===== src/shared/ssl_pkg.sv =====
// Shared constants and types of the serial latch loader link.
package ssl_pkg;
    localparam int unsigned WORD_W = 24;
    localparam int unsigned BYTE_W = 8;
    localparam int unsigned SEL_W = 2;
    // Destination codes in the two lowest bits of a word.
    localparam logic [SEL_W-1:0] SEL_REF = 2'h0;
    localparam logic [SEL_W-1:0] SEL_FB = 2'h1;
    localparam logic [SEL_W-1:0] SEL_FUNC = 2'h2;
    localparam logic [SEL_W-1:0] SEL_INIT = 2'h3;
    localparam int unsigned LOAD_SEQ_LEN = 4;
    // Serial clock timing.
    localparam int unsigned CLK_HZ = 50_000_000;
    localparam int unsigned SCLK_MAX_HZ = 20_000_000;
    localparam int unsigned SCLK_HALF_CYC = (CLK_HZ + 2 * SCLK_MAX_HZ - 1) / (2 * SCLK_MAX_HZ);
    localparam int unsigned DIV_W = 4;
    localparam logic [DIV_W-1:0] DIV_LAST = DIV_W'(SCLK_HALF_CYC - 1);
    localparam int unsigned BIT_CNT_W = 5;
    localparam logic [BIT_CNT_W-1:0] BIT_LAST = BIT_CNT_W'(WORD_W - 1);
    // Controller register offsets.
    localparam logic [7:0] OFS_CTRL = 8'h00;
    localparam logic [7:0] OFS_WORD = 8'h04;
    localparam logic [7:0] OFS_STATUS = 8'h08;
    localparam logic [7:0] OFS_IRQ_STAT = 8'h0C;
    localparam logic [7:0] OFS_IRQ_MASK = 8'h10;
    // Control and status field positions.
    localparam int unsigned CTRL_PWR_BIT = 0;
    localparam int unsigned CTRL_GO_BIT = 1;
    localparam int unsigned ST_BUSY_BIT = 0;
    localparam int unsigned ST_LOCK_BIT = 1;
    localparam int unsigned ST_READY_BIT = 2;
    localparam int unsigned IRQ_W = 4;
    localparam int unsigned IRQ_DONE_BIT = 0;
    localparam int unsigned IRQ_LOCK_BIT = 1;
    localparam int unsigned IRQ_ORDER_BIT = 2;
    localparam int unsigned IRQ_SEQ_BIT = 3;
    // Values after reset.
    localparam logic CTRL_PWR_RST = 1'b0;
    localparam logic [WORD_W-1:0] WORD_RST = 24'h000000;
    localparam logic [IRQ_W-1:0] IRQ_MASK_RST = 4'h0;
    typedef enum logic [3:0] {
        SSL_IDLE = 4'h1,
        SSL_DROP = 4'h2,
        SSL_SHIFT = 4'h4,
        SSL_LOAD = 4'h8
    } ssl_state_t;
endpackage


===== src/shared/ssl_link_if.sv =====
// Three-wire programming link with power enable and status return.
`timescale 1ns/1ps
interface ssl_link_if;
    logic sclk;
    logic sdata;
    logic load_strobe;
    logic chip_pwr_en;
    logic multiplexed_status_output;
    modport host (
        output sclk,
        output sdata,
        output load_strobe,
        output chip_pwr_en,
        input multiplexed_status_output
    );
    modport dev (
        input sclk,
        input sdata,
        input load_strobe,
        input chip_pwr_en,
        output multiplexed_status_output
    );
endinterface


===== src/hw/ssl_host.sv =====
// Host end: APB-programmed serial master that loads the device latches.
//
// How it works
// - Device shifts one bit per rising clock.
// - Strobe rise copies word to chosen latch.
// - Serial clock never exceeds 20 MHz.
// - Strobe goes low before shifting starts.
// - Three bytes sent; strobe rises afterwards.
// - Data changes on falling edge, except the first bit at start.
// - Power-up loads: init, function, reference, feedback.
// - Host line drives chip power enable.
// - Status output carries lock, host polls.
// - Divider value one is accepted.
// - Low two bits pick destination latch.
// - Power enable low powers down immediately.
// - Init load resets counters, first feedback too.
`timescale 1ns/1ps
module ssl_host (
    // Clock, reset and clock enable.
    input wire logic pclk,
    input wire logic presetn,
    input wire logic clken,
    // APB slave.
    input wire logic psel,
    input wire logic penable,
    input wire logic pwrite,
    input wire logic [31:0] paddr,
    input wire logic [31:0] pwdata,
    output logic [31:0] prdata,
    output logic pready,
    output logic pslverr,
    // Interrupt.
    output logic irq,
    // Link.
    ssl_link_if.host link
);
    import ssl_pkg::*;

    ssl_state_t state_q;
    logic [DIV_W-1:0] div_q;
    logic tick;
    logic [BIT_CNT_W-1:0] bits_q;
    logic [WORD_W-1:0] sh_q;
    logic [WORD_W-1:0] word_q;
    logic pwr_q;
    logic sclk_q;
    logic sdata_q;
    logic strobe_q;
    logic [2:0] seq_q;
    logic seq_done;
    logic lock_lvl;
    logic lock_rise;
    logic [IRQ_W-1:0] stat_q;
    logic [IRQ_W-1:0] mask_q;
    logic [IRQ_W-1:0] ev_set;
    logic apb_acc;
    logic apb_wr;
    logic go_req;
    logic go_ok;
    logic go_bad;
    logic hit;
    logic [31:0] rd_d;
    logic [SEL_W-1:0] exp_sel;

    assign link.sclk = sclk_q;
    assign link.sdata = sdata_q;
    assign link.load_strobe = strobe_q;
    assign link.chip_pwr_en = pwr_q;

    ////////////////////////////////////////////////////////////////////////////////
    // Lock status returns from another domain and is synchronised.
    ssl_sync #(.W(1)) u_lock_sync (
        .pclk(pclk),
        .presetn(presetn),
        .clken(clken),
        .din(link.multiplexed_status_output),
        .level(lock_lvl),
        .rise(lock_rise)
    );

    ////////////////////////////////////////////////////////////////////////////////
    // APB access; every access waits one cycle and answers on the second.
    assign apb_acc = psel && penable && pready;
    assign apb_wr = apb_acc && pwrite && hit;
    assign go_req = apb_wr && paddr[7:0] == OFS_CTRL && pwdata[CTRL_GO_BIT];

    always_comb begin
        hit = 1'b1;
        rd_d = 32'h00000000;
        if (paddr[31:8] != 24'h000000) begin
            hit = 1'b0;
        end else if (paddr[7:0] == OFS_CTRL) begin
            rd_d[CTRL_PWR_BIT] = pwr_q;
        end else if (paddr[7:0] == OFS_WORD) begin
            rd_d[WORD_W-1:0] = word_q;
        end else if (paddr[7:0] == OFS_STATUS) begin
            rd_d[ST_BUSY_BIT] = state_q != SSL_IDLE;
            rd_d[ST_LOCK_BIT] = lock_lvl;
            rd_d[ST_READY_BIT] = seq_done;
        end else if (paddr[7:0] == OFS_IRQ_STAT) begin
            rd_d[IRQ_W-1:0] = stat_q;
        end else if (paddr[7:0] == OFS_IRQ_MASK) begin
            rd_d[IRQ_W-1:0] = mask_q;
        end else begin
            hit = 1'b0;
        end
    end

    always_ff @(posedge pclk or negedge presetn) begin
        if (!presetn) begin
            pready <= 1'b0;
            pslverr <= 1'b0;
            prdata <= 32'h00000000;
        end else if (clken) begin
            pready <= psel && penable && !pready;
            pslverr <= psel && penable && !pready && !hit;
            prdata <= (psel && penable && !pready && !pwrite) ? rd_d : 32'h00000000;
        end
    end

    always_ff @(posedge pclk or negedge presetn) begin
        if (!presetn) begin
            pwr_q <= CTRL_PWR_RST;
            word_q <= WORD_RST;
            mask_q <= IRQ_MASK_RST;
        end else if (clken && apb_wr) begin
            if (paddr[7:0] == OFS_CTRL) begin
                pwr_q <= pwdata[CTRL_PWR_BIT];
            end else if (paddr[7:0] == OFS_WORD) begin
                word_q <= pwdata[WORD_W-1:0];
            end else if (paddr[7:0] == OFS_IRQ_MASK) begin
                mask_q <= pwdata[IRQ_W-1:0];
            end
        end
    end

    ////////////////////////////////////////////////////////////////////////////////
    // Power-up load order; words out of order are refused until it completes.
    always_comb begin
        case (seq_q)
            3'h0: exp_sel = SEL_INIT;
            3'h1: exp_sel = SEL_FUNC;
            3'h2: exp_sel = SEL_REF;
            default: exp_sel = SEL_FB;
        endcase
    end

    assign seq_done = seq_q == 3'(LOAD_SEQ_LEN);
    assign go_ok = go_req && state_q == SSL_IDLE && (seq_done || word_q[SEL_W-1:0] == exp_sel);
    assign go_bad = go_req && state_q == SSL_IDLE && !go_ok;

    always_ff @(posedge pclk or negedge presetn) begin
        if (!presetn) begin
            seq_q <= 3'h0;
        end else if (clken && state_q == SSL_LOAD && tick && !seq_done) begin
            seq_q <= seq_q + 3'h1;
        end
    end

    ////////////////////////////////////////////////////////////////////////////////
    // Half-period divider keeps the serial clock within its limit.
    assign tick = div_q == DIV_LAST;

    always_ff @(posedge pclk or negedge presetn) begin
        if (!presetn) begin
            div_q <= '0;
        end else if (clken) begin
            if (state_q == SSL_IDLE || tick) begin
                div_q <= '0;
            end else begin
                div_q <= div_q + 4'h1;
            end
        end
    end

    ////////////////////////////////////////////////////////////////////////////////
    // Word transfer: strobe low, 24 bits MSB first as three bytes, strobe high.
    always_ff @(posedge pclk or negedge presetn) begin
        if (!presetn) begin
            state_q <= SSL_IDLE;
            bits_q <= '0;
            sh_q <= WORD_RST;
            sclk_q <= 1'b0;
            sdata_q <= 1'b0;
            strobe_q <= 1'b0;
        end else if (clken) begin
            case (state_q)
                SSL_IDLE: begin
                    if (go_ok) begin
                        strobe_q <= 1'b0;
                        sh_q <= word_q;
                        sdata_q <= word_q[WORD_W-1];
                        bits_q <= '0;
                        state_q <= SSL_DROP;
                    end
                end
                SSL_DROP: begin
                    if (tick) begin
                        state_q <= SSL_SHIFT;
                    end
                end
                SSL_SHIFT: begin
                    if (tick && !sclk_q) begin
                        sclk_q <= 1'b1;
                    end else if (tick) begin
                        sclk_q <= 1'b0;
                        if (bits_q == BIT_LAST) begin
                            state_q <= SSL_LOAD;
                        end else begin
                            bits_q <= bits_q + 5'h01;
                            sh_q <= {sh_q[WORD_W-2:0], 1'b0};
                            sdata_q <= sh_q[WORD_W-2];
                        end
                    end
                end
                SSL_LOAD: begin
                    strobe_q <= 1'b1;
                    if (tick) begin
                        state_q <= SSL_IDLE;
                    end
                end
                default: begin
                    state_q <= SSL_IDLE;
                end
            endcase
        end
    end

    ////////////////////////////////////////////////////////////////////////////////
    // Sticky events, cleared by writing one; a new event beats the clear.
    always_comb begin
        ev_set = '0;
        ev_set[IRQ_DONE_BIT] = state_q == SSL_LOAD && tick;
        ev_set[IRQ_LOCK_BIT] = lock_rise;
        ev_set[IRQ_ORDER_BIT] = go_bad;
        ev_set[IRQ_SEQ_BIT] = state_q == SSL_LOAD && tick && seq_q == 3'(LOAD_SEQ_LEN - 1);
    end

    always_ff @(posedge pclk or negedge presetn) begin
        if (!presetn) begin
            stat_q <= '0;
            irq <= 1'b0;
        end else if (clken) begin
            if (apb_wr && paddr[7:0] == OFS_IRQ_STAT) begin
                stat_q <= (stat_q & ~pwdata[IRQ_W-1:0]) | ev_set;
            end else begin
                stat_q <= stat_q | ev_set;
            end
            irq <= |(stat_q & mask_q);
        end
    end
endmodule // ssl_host


===== src/hw/ssl_sync.sv =====
// Three-stage input synchroniser with agreement filter and rise pulse.
`timescale 1ns/1ps
module ssl_sync #(
    parameter int unsigned W = 1
) (
    // Clock, reset and clock enable.
    input wire logic pclk,
    input wire logic presetn,
    input wire logic clken,
    // Raw inputs and filtered results.
    input wire logic [W-1:0] din,
    output logic [W-1:0] level,
    output logic [W-1:0] rise
);
    genvar i;
    generate
        for (i = 0; i < W; i++) begin : g_bit
            logic s1_q;
            logic s2_q;
            logic s3_q;
            always_ff @(posedge pclk or negedge presetn) begin
                if (!presetn) begin
                    s1_q <= 1'b0;
                    s2_q <= 1'b0;
                    s3_q <= 1'b0;
                    level[i] <= 1'b0;
                    rise[i] <= 1'b0;
                end else if (clken) begin
                    s1_q <= din[i];
                    s2_q <= s1_q;
                    s3_q <= s2_q;
                    // A change counts once the second and third stages agree.
                    if (s2_q == s3_q) begin
                        level[i] <= s2_q;
                    end
                    rise[i] <= (s2_q == s3_q) && s2_q && !level[i];
                end
            end
        end
    endgenerate
endmodule // ssl_sync


===== src/flat_wrapper.sv =====
// flat-port wrapper written by rule: the top's interface ports become plain ports
module ssl_host_flat import ssl_pkg::*;
  (pclk, presetn, clken, psel, penable, pwrite, paddr, pwdata, prdata, pready, pslverr, irq, link_sclk, link_sdata, link_load_strobe, link_chip_pwr_en, link_multiplexed_status_output);
  ssl_link_if link_i ();
  input wire logic pclk;
  input wire logic presetn;
  input wire logic clken;
  input wire logic psel;
  input wire logic penable;
  input wire logic pwrite;
  input wire logic [31:0] paddr;
  input wire logic [31:0] pwdata;
  output logic [31:0] prdata;
  output logic pready;
  output logic pslverr;
  output logic irq;
  output wire logic [$bits(link_i.sclk)-1:0] link_sclk;
  output wire logic [$bits(link_i.sdata)-1:0] link_sdata;
  output wire logic [$bits(link_i.load_strobe)-1:0] link_load_strobe;
  output wire logic [$bits(link_i.chip_pwr_en)-1:0] link_chip_pwr_en;
  input wire logic [$bits(link_i.multiplexed_status_output)-1:0] link_multiplexed_status_output;
  assign link_sclk = link_i.sclk;
  assign link_sdata = link_i.sdata;
  assign link_load_strobe = link_i.load_strobe;
  assign link_chip_pwr_en = link_i.chip_pwr_en;
  assign link_i.multiplexed_status_output = link_multiplexed_status_output;
  ssl_host u_core (.pclk(pclk), .presetn(presetn), .clken(clken), .psel(psel), .penable(penable), .pwrite(pwrite), .paddr(paddr), .pwdata(pwdata), .prdata(prdata), .pready(pready), .pslverr(pslverr), .irq(irq), .link(link_i));
endmodule

===== config.mk =====
export PLATFORM = sky130hd
export DESIGN_NAME = ssl_host_flat
export DESIGN_NICKNAME = d
export VERILOG_FILES = /design/src/shared/ssl_pkg.sv /design/src/shared/ssl_link_if.sv /design/src/hw/ssl_host.sv /design/src/hw/ssl_sync.sv /design/src/flat_wrapper.sv
export SDC_FILE = /design/constraint.sdc
export NUM_CORES = 1
export LEC_CHECK = 0
export ABC_CLOCK_PERIOD_IN_PS = 7800
export BUFFER_PORTS_ARGS = -buffer_cell sky130_fd_sc_hd__buf_2
export CORE_AREA = 4 4 115 117
export CTS_CLUSTER_DIAMETER = 30
export CTS_CLUSTER_SIZE = 16
export DETAILED_ROUTE_END_ITERATION = 8
export DIE_AREA = 0 0 119 121
export GPL_TIMING_DRIVEN = 0
export PLACE_DENSITY = 0.65
export SETUP_SLACK_MARGIN = 0.5
export SLEW_MARGIN = 20
export SYNTH_ARGS = -nofsm -noshare
export SYNTH_HDL_FRONTEND = slang
export SYNTH_HIERARCHICAL = 1
export SYNTH_SLANG_ARGS = --single-unit

===== constraint.sdc =====
create_clock -name pclk -period 7.8 [get_ports pclk]
set_clock_uncertainty 0.15 [all_clocks]
set_input_delay 1.56 -clock pclk [delete_from_list [all_inputs] [get_ports pclk]]
set_output_delay 1.56 -clock pclk [all_outputs]
set_load 0.01 [all_outputs]

# After elaboration in Yosys (flattened, before gate mapping)
# Cells that the tools add are included.
# W data, S select, Z words.
# op_classes
addsub	3
eq_ne	24
mux	45
bitwise_logic	7
n_reduce_logical	46
# op_table
cell	count
$mux W23	5
$mux W24	2
$pmux W23 S2	1
$mux W4	11
$reduce_bool A24 Y1	1
$logic_and A1 B1 Y1	22
$mux W20	1
$mux W5	4
$eq A8 B4 Y1 const B	2
$pmux W4 S4	1
$mux W1	15
$ne A2 B1 Y1 const B	5
$pmux W5 S2	1
$reduce_and A3 Y1	3
$and A4 B4 Y4	2
$eq A4 B1 Y1 const B	2
$eq A8 B3 Y1 const B	1
$eq A8 B5 Y1 const B	1
$logic_not A8 Y1	1
$or A4 B4 Y4	2
$logic_not A1 Y1	7
$reduce_and A7 Y1	1
$eq A3 B2 Y1 const B	2
$pmux W2 S3	1
other kinds (24)	31
# totals
reg_bits	115
in_bits	71
out_inout_bits	39

# Depth between registers and ports, before layout
# logic_depth
ltp_word	16
mapped_depth	8
mapped_depth_nobuf	7

# Cells and area by module
# Netlist, hierarchy kept.
# modules_own_cells
module	n_inst	cells_per_inst	area_per_inst_um2	seq_area_each_um2
ssl_host	1	471	5220.0	2553.7
ssl_sync	1	14	209.0	125.1

# Least setup slack after synthesis
# Ideal clock, no wire load.
# synth_timing
path_kind	input -> register
from	input paddr[0]
to	register u_core.sdata_q (netlist: u_core/link.sdata)
setup_ns	0.125
arrival_ns	3.478
required_time_ns	7.525
path_slack_ns	4.047
cell_stages	6
path_buffers	1
path_cell_list	or4_4 > nor4_4 > nand2_4 > o31ai_4 > buf_8 > mux2_4
# synth_via
elab_chain_cells	14
elab_cells_between_ends	18
classes_between	5 x eq/ne; 6 x mux; 7 x reduce/logical
# synth_lines
element	line_no	rtl
start, declared	flat_wrapper.sv:11	input wire logic [31:0] paddr;
$eq A8 B5 Y1	ssl_host.sv:102	end else if (paddr[7:0] == OFS_IRQ_MASK) begin
$mux W1	ssl_host.sv:102	
$mux W1	ssl_host.sv:100	end else if (paddr[7:0] == OFS_IRQ_STAT) begin
$mux W1	ssl_host.sv:96	end else if (paddr[7:0] == OFS_STATUS) begin
$mux W1	ssl_host.sv:94	end else if (paddr[7:0] == OFS_WORD) begin
$mux W1	ssl_host.sv:92	end else if (paddr[7:0] == OFS_CTRL) begin
$mux W1	ssl_host.sv:90	if (paddr[31:8] != 24'h000000) begin
$logic_and A1 B1 Y1	ssl_host.sv:84	assign apb_wr = apb_acc && pwrite && hit;
$logic_and A1 B1 Y1 * (2 in series)	ssl_host.sv:85	assign go_req = apb_wr && paddr[7:0] == OFS_CTRL && pwdata[CTRL_GO_BIT];
$logic_and A1 B1 Y1 * (2 in series)	ssl_host.sv:149	assign go_ok = go_req && state_q == SSL_IDLE && (seq_done || word_q[SEL_W-1:0] == exp_sel);
$ne A2 B1 Y1 (no source line) *	-	
$reduce_and A6 Y1 (no source line) *	-	
end signal, assigned	ssl_host.sv:192	sdata_q <= word_q[WORD_W-1];
end signal, assigned	ssl_host.sv:212	sdata_q <= sh_q[WORD_W-2];
end, declared	ssl_host.sv:47	logic sdata_q;
# Every way passes the cells marked *; elsewhere a longest branch is shown, timed or not.
# A chain may end at the register's enable or synchronous reset.

# Final worst setup path
# layout_timing
from	input paddr[0]
to	register u_core.sh_q[15]
# layout_via
elab_chain_cells	14
elab_cells_between_ends	18
classes_between	5 x eq/ne; 6 x mux; 7 x reduce/logical
# layout_lines
element	line_no	rtl
$eq A8 B5 Y1	ssl_host.sv:102	
$mux W1	ssl_host.sv:102	
$mux W1	ssl_host.sv:100	
$mux W1	ssl_host.sv:96	
$mux W1	ssl_host.sv:94	
$mux W1	ssl_host.sv:92	
$mux W1	ssl_host.sv:90	
$logic_and A1 B1 Y1	ssl_host.sv:84	
$logic_and A1 B1 Y1 * (2 in series)	ssl_host.sv:85	
$logic_and A1 B1 Y1 * (2 in series)	ssl_host.sv:149	
$ne A2 B1 Y1 (no source line) *	-	
$reduce_and A6 Y1 (no source line) *	-	
end signal, assigned	ssl_host.sv:191	sh_q <= word_q;
end signal, assigned	ssl_host.sv:211	sh_q <= {sh_q[WORD_W-2:0], 1'b0};
end, declared	ssl_host.sv:43	logic [WORD_W-1:0] sh_q;
# Marks and branches as above.

==> reports/results.ini <==
[grt]
grt_usage_pct=17.8
antenna_found_initial=0
grt_pass1_vias=4098
grt_max_degree=81
grt.overflow.total=0
grt_pass1_wl_um=20400

[route]
postRouteAntennaNets=0
wl_um=12400
drc=0
drt_iter0_drc=211
viasPerCell=5.28
dr.pass1.iters=5
wl_per_cell_um=16.0
via_count=4079

[logic_synthesis]
synthCells=485
synth_top_area_share_pct=48.9
avgSynthCellArea_um2=11.2
synth_most_common_cell=dfrtp_1
async_reset_ff_share_pct=100
yosys_warnings=6
ys_seq_area_share_pct=49.3
yosys.area.top_type=dfrtp_1
synth-edff-count=0
synth_area_leaders=dfrtp_1 (49%), mux2_2 (8.7%), nand2_1 (6.4%), mux2_4 (5.8%), a22o_1 (3.5%)
synth_flop_cell=dfrtp_1
yosysUniqueCellTypes=69
syn_area_um2=5430
synthTopCellsByCount=dfrtp_1 (106), nand2_1 (92), mux2_2 (42)
synth-seq-cells=107

[finish]
fillers=1130
post_route_cells_drive_above_1_share_pct=33.5
nets=675
fin_util_pct=52.1
final_cells=772
antenna_cells=0
seq_area_um2=2680
area_growth_pct=18.6
stdcell_area_um2=6440
multi_input_area_um2=2530

[cts]
cts_made_buffers=9
post-cts-setup-buffer-count=0
hold_buffers=0
cts.repair.resized=0
htree_levels=3
clk_latency_ns=0.35
cts.reportedPaths.clkPinSlew_ns=0.07
clock-root-buffer=clkbuf_16
clock_path_buffers=2
cts_tree=done
clock-sinks=107

[setup_path]
endpoint=u_core/sh_q[15]$_DFFE_PN0P_
cp-startpoint=paddr[0]
endpoint_kind=flop
crit_fanout=10
required_ns=7.89
reg2reg_from=u_core/div_q[1]$_DFFE_PN0P_
start_kind=primary input
r2r_slack_ns=4.66
arrival_ns=3.76
reg2reg_to=u_core/sh_q[15]$_DFFE_PN0P_
reg2reg_depth=8
path_class=in -> reg

[placed_design]
hpwlAfterDp_um=9110
dp_slack_ns=3.75
place_area_um2=6160
portBuffers=91
gp_congestion=0.839
dp_cells=756

[floorplan]
die_x_um=119
start_util_pct=43.9
die_area_um2=14400
coreArea_um2=12400
die_y_um=121
rows=41
num_io_pins=110

[power_and_ir_drop]
pwr_density_cell_nw_per_um2=167
leakagePower_nw=3.28
comb_power_share_pct=6.6
vdd_drop_max_uv=122
power_mw=1.07
power_frac_clock_pct=40.4
p_sw_uw=250
p_seq_share_pct=53.0
power.internal_uw=823
netSwitchingFraction_pct=23.3

[sta]
finalSetupViolations=0
finalSetupTns_ns=0
maxSlewHeadroom_pct=46.0
finalMaxSlewViolations=0
max_freq_ghz=0.272
setup_ws_ns=4.13
fin_crit_sh_pct=47.1
period_needed_ns=3.67
grt_setup_unrepaired=false
hold_viol_final=0
worst_slew_pin_slew_ns=0.800
holdWs_ns=0.337

[run]
maxCapViolations=0

[hold_path]
min_path_type=reg -> reg

[run_status]
status=completed

## layout make-up
type                    count  area share, %
clock inverters             4          0.486
clock buffers              12           3.83
multi-input cells         339           39.3
plain buffers              33           3.05
flip-flops and latches    107           41.6
repair buffers             92           7.60
well taps                 172           3.34
inverters                  13          0.758
## cells in the final DEF, fill, tap and decap left out, drive strengths merged, types with 8 or more instances in the layout
master / synthesis / layout
buf: 16 / 108
dfrtp: 106 / 106
nand2: 93 / 93
mux2: 63 / 63
clkbuf: 17 / 29
a22o: 22 / 22
o21ai: 18 / 18
inv: 13 / 16
nor2: 14 / 14
nor4: 12 / 12
a21oi: 10 / 10
ha: 9 / 9
conb: 1 / 8
## sequential cells by signal, indices dropped and copies added, names as in the netlist, 4 cells and up
signal	cells
u_core/div_q	4
u_core/bits_q	5
u_core/word_q	24
u_core/sh_q	23
u_core/state_q	4
u_core/prdata	24
u_core/mask_q	4
u_core/stat_q	4
## metal layers
layer  vias up  track usage, %  wire, um
met5         -               0         0
met3        19            3.64       522
met4         0            7.46       252
li1       1960               -         -
met2       111            28.5      5840
met1      1989            23.6      5740
## power by group through the flow
stage	Sequential [mW]	Clock, mW	Combinational (mW)
after floorplan	0.578	0	0.0322
after global placement	0.579	0	0.0684
after detailed placement	0.580	0	0.0720
after CTS	0.569	0.451	0.0722
after global routing	0.570	0.473	0.0792
final	0.569	0.433	0.0708
## critical path, stage by stage
cell and delay [ns]:
buf_2 0.10, or4_4 0.58, nor4_4 0.39, nand2_4 0.17, o31ai_4 0.42, buf_8 0.22, mux2_4 0.31
## worst min-delay path by stage
stage	end	start	cells after the start
finish	u_core/link.sclk$_DFFE_PN0P_	u_core/link.sclk$_DFFE_PN0P_	1
global route	u_core/prdata[13]$_DFFE_PN0P_	u_core/prdata[13]$_DFFE_PN0P_	1
detailed placement	u_core/prdata[2]$_DFFE_PN0P_	u_core/prdata[2]$_DFFE_PN0P_	1
global placement	u_core/prdata[1]$_DFFE_PN0P_	u_core/prdata[1]$_DFFE_PN0P_	1
CTS	u_core/link.sclk$_DFFE_PN0P_	u_core/link.sclk$_DFFE_PN0P_	1
floorplan	u_core/stat_q[0]$_DFFE_PN0P_	u_core/stat_q[0]$_DFFE_PN0P_	1
## cells by family after synthesis
group           after synthesis  share of synthesized area (%)
compound gates               82                           11.5
xor+xnor                      2                          0.323
fa+ha+maj                     9                           2.07
buf+inv                      46                           4.52
flops                       107                           49.3
mux                          64                           14.7
other cells                   1                         0.0691
simple gates                174                           17.5
(Power assumes the default switching activity.)
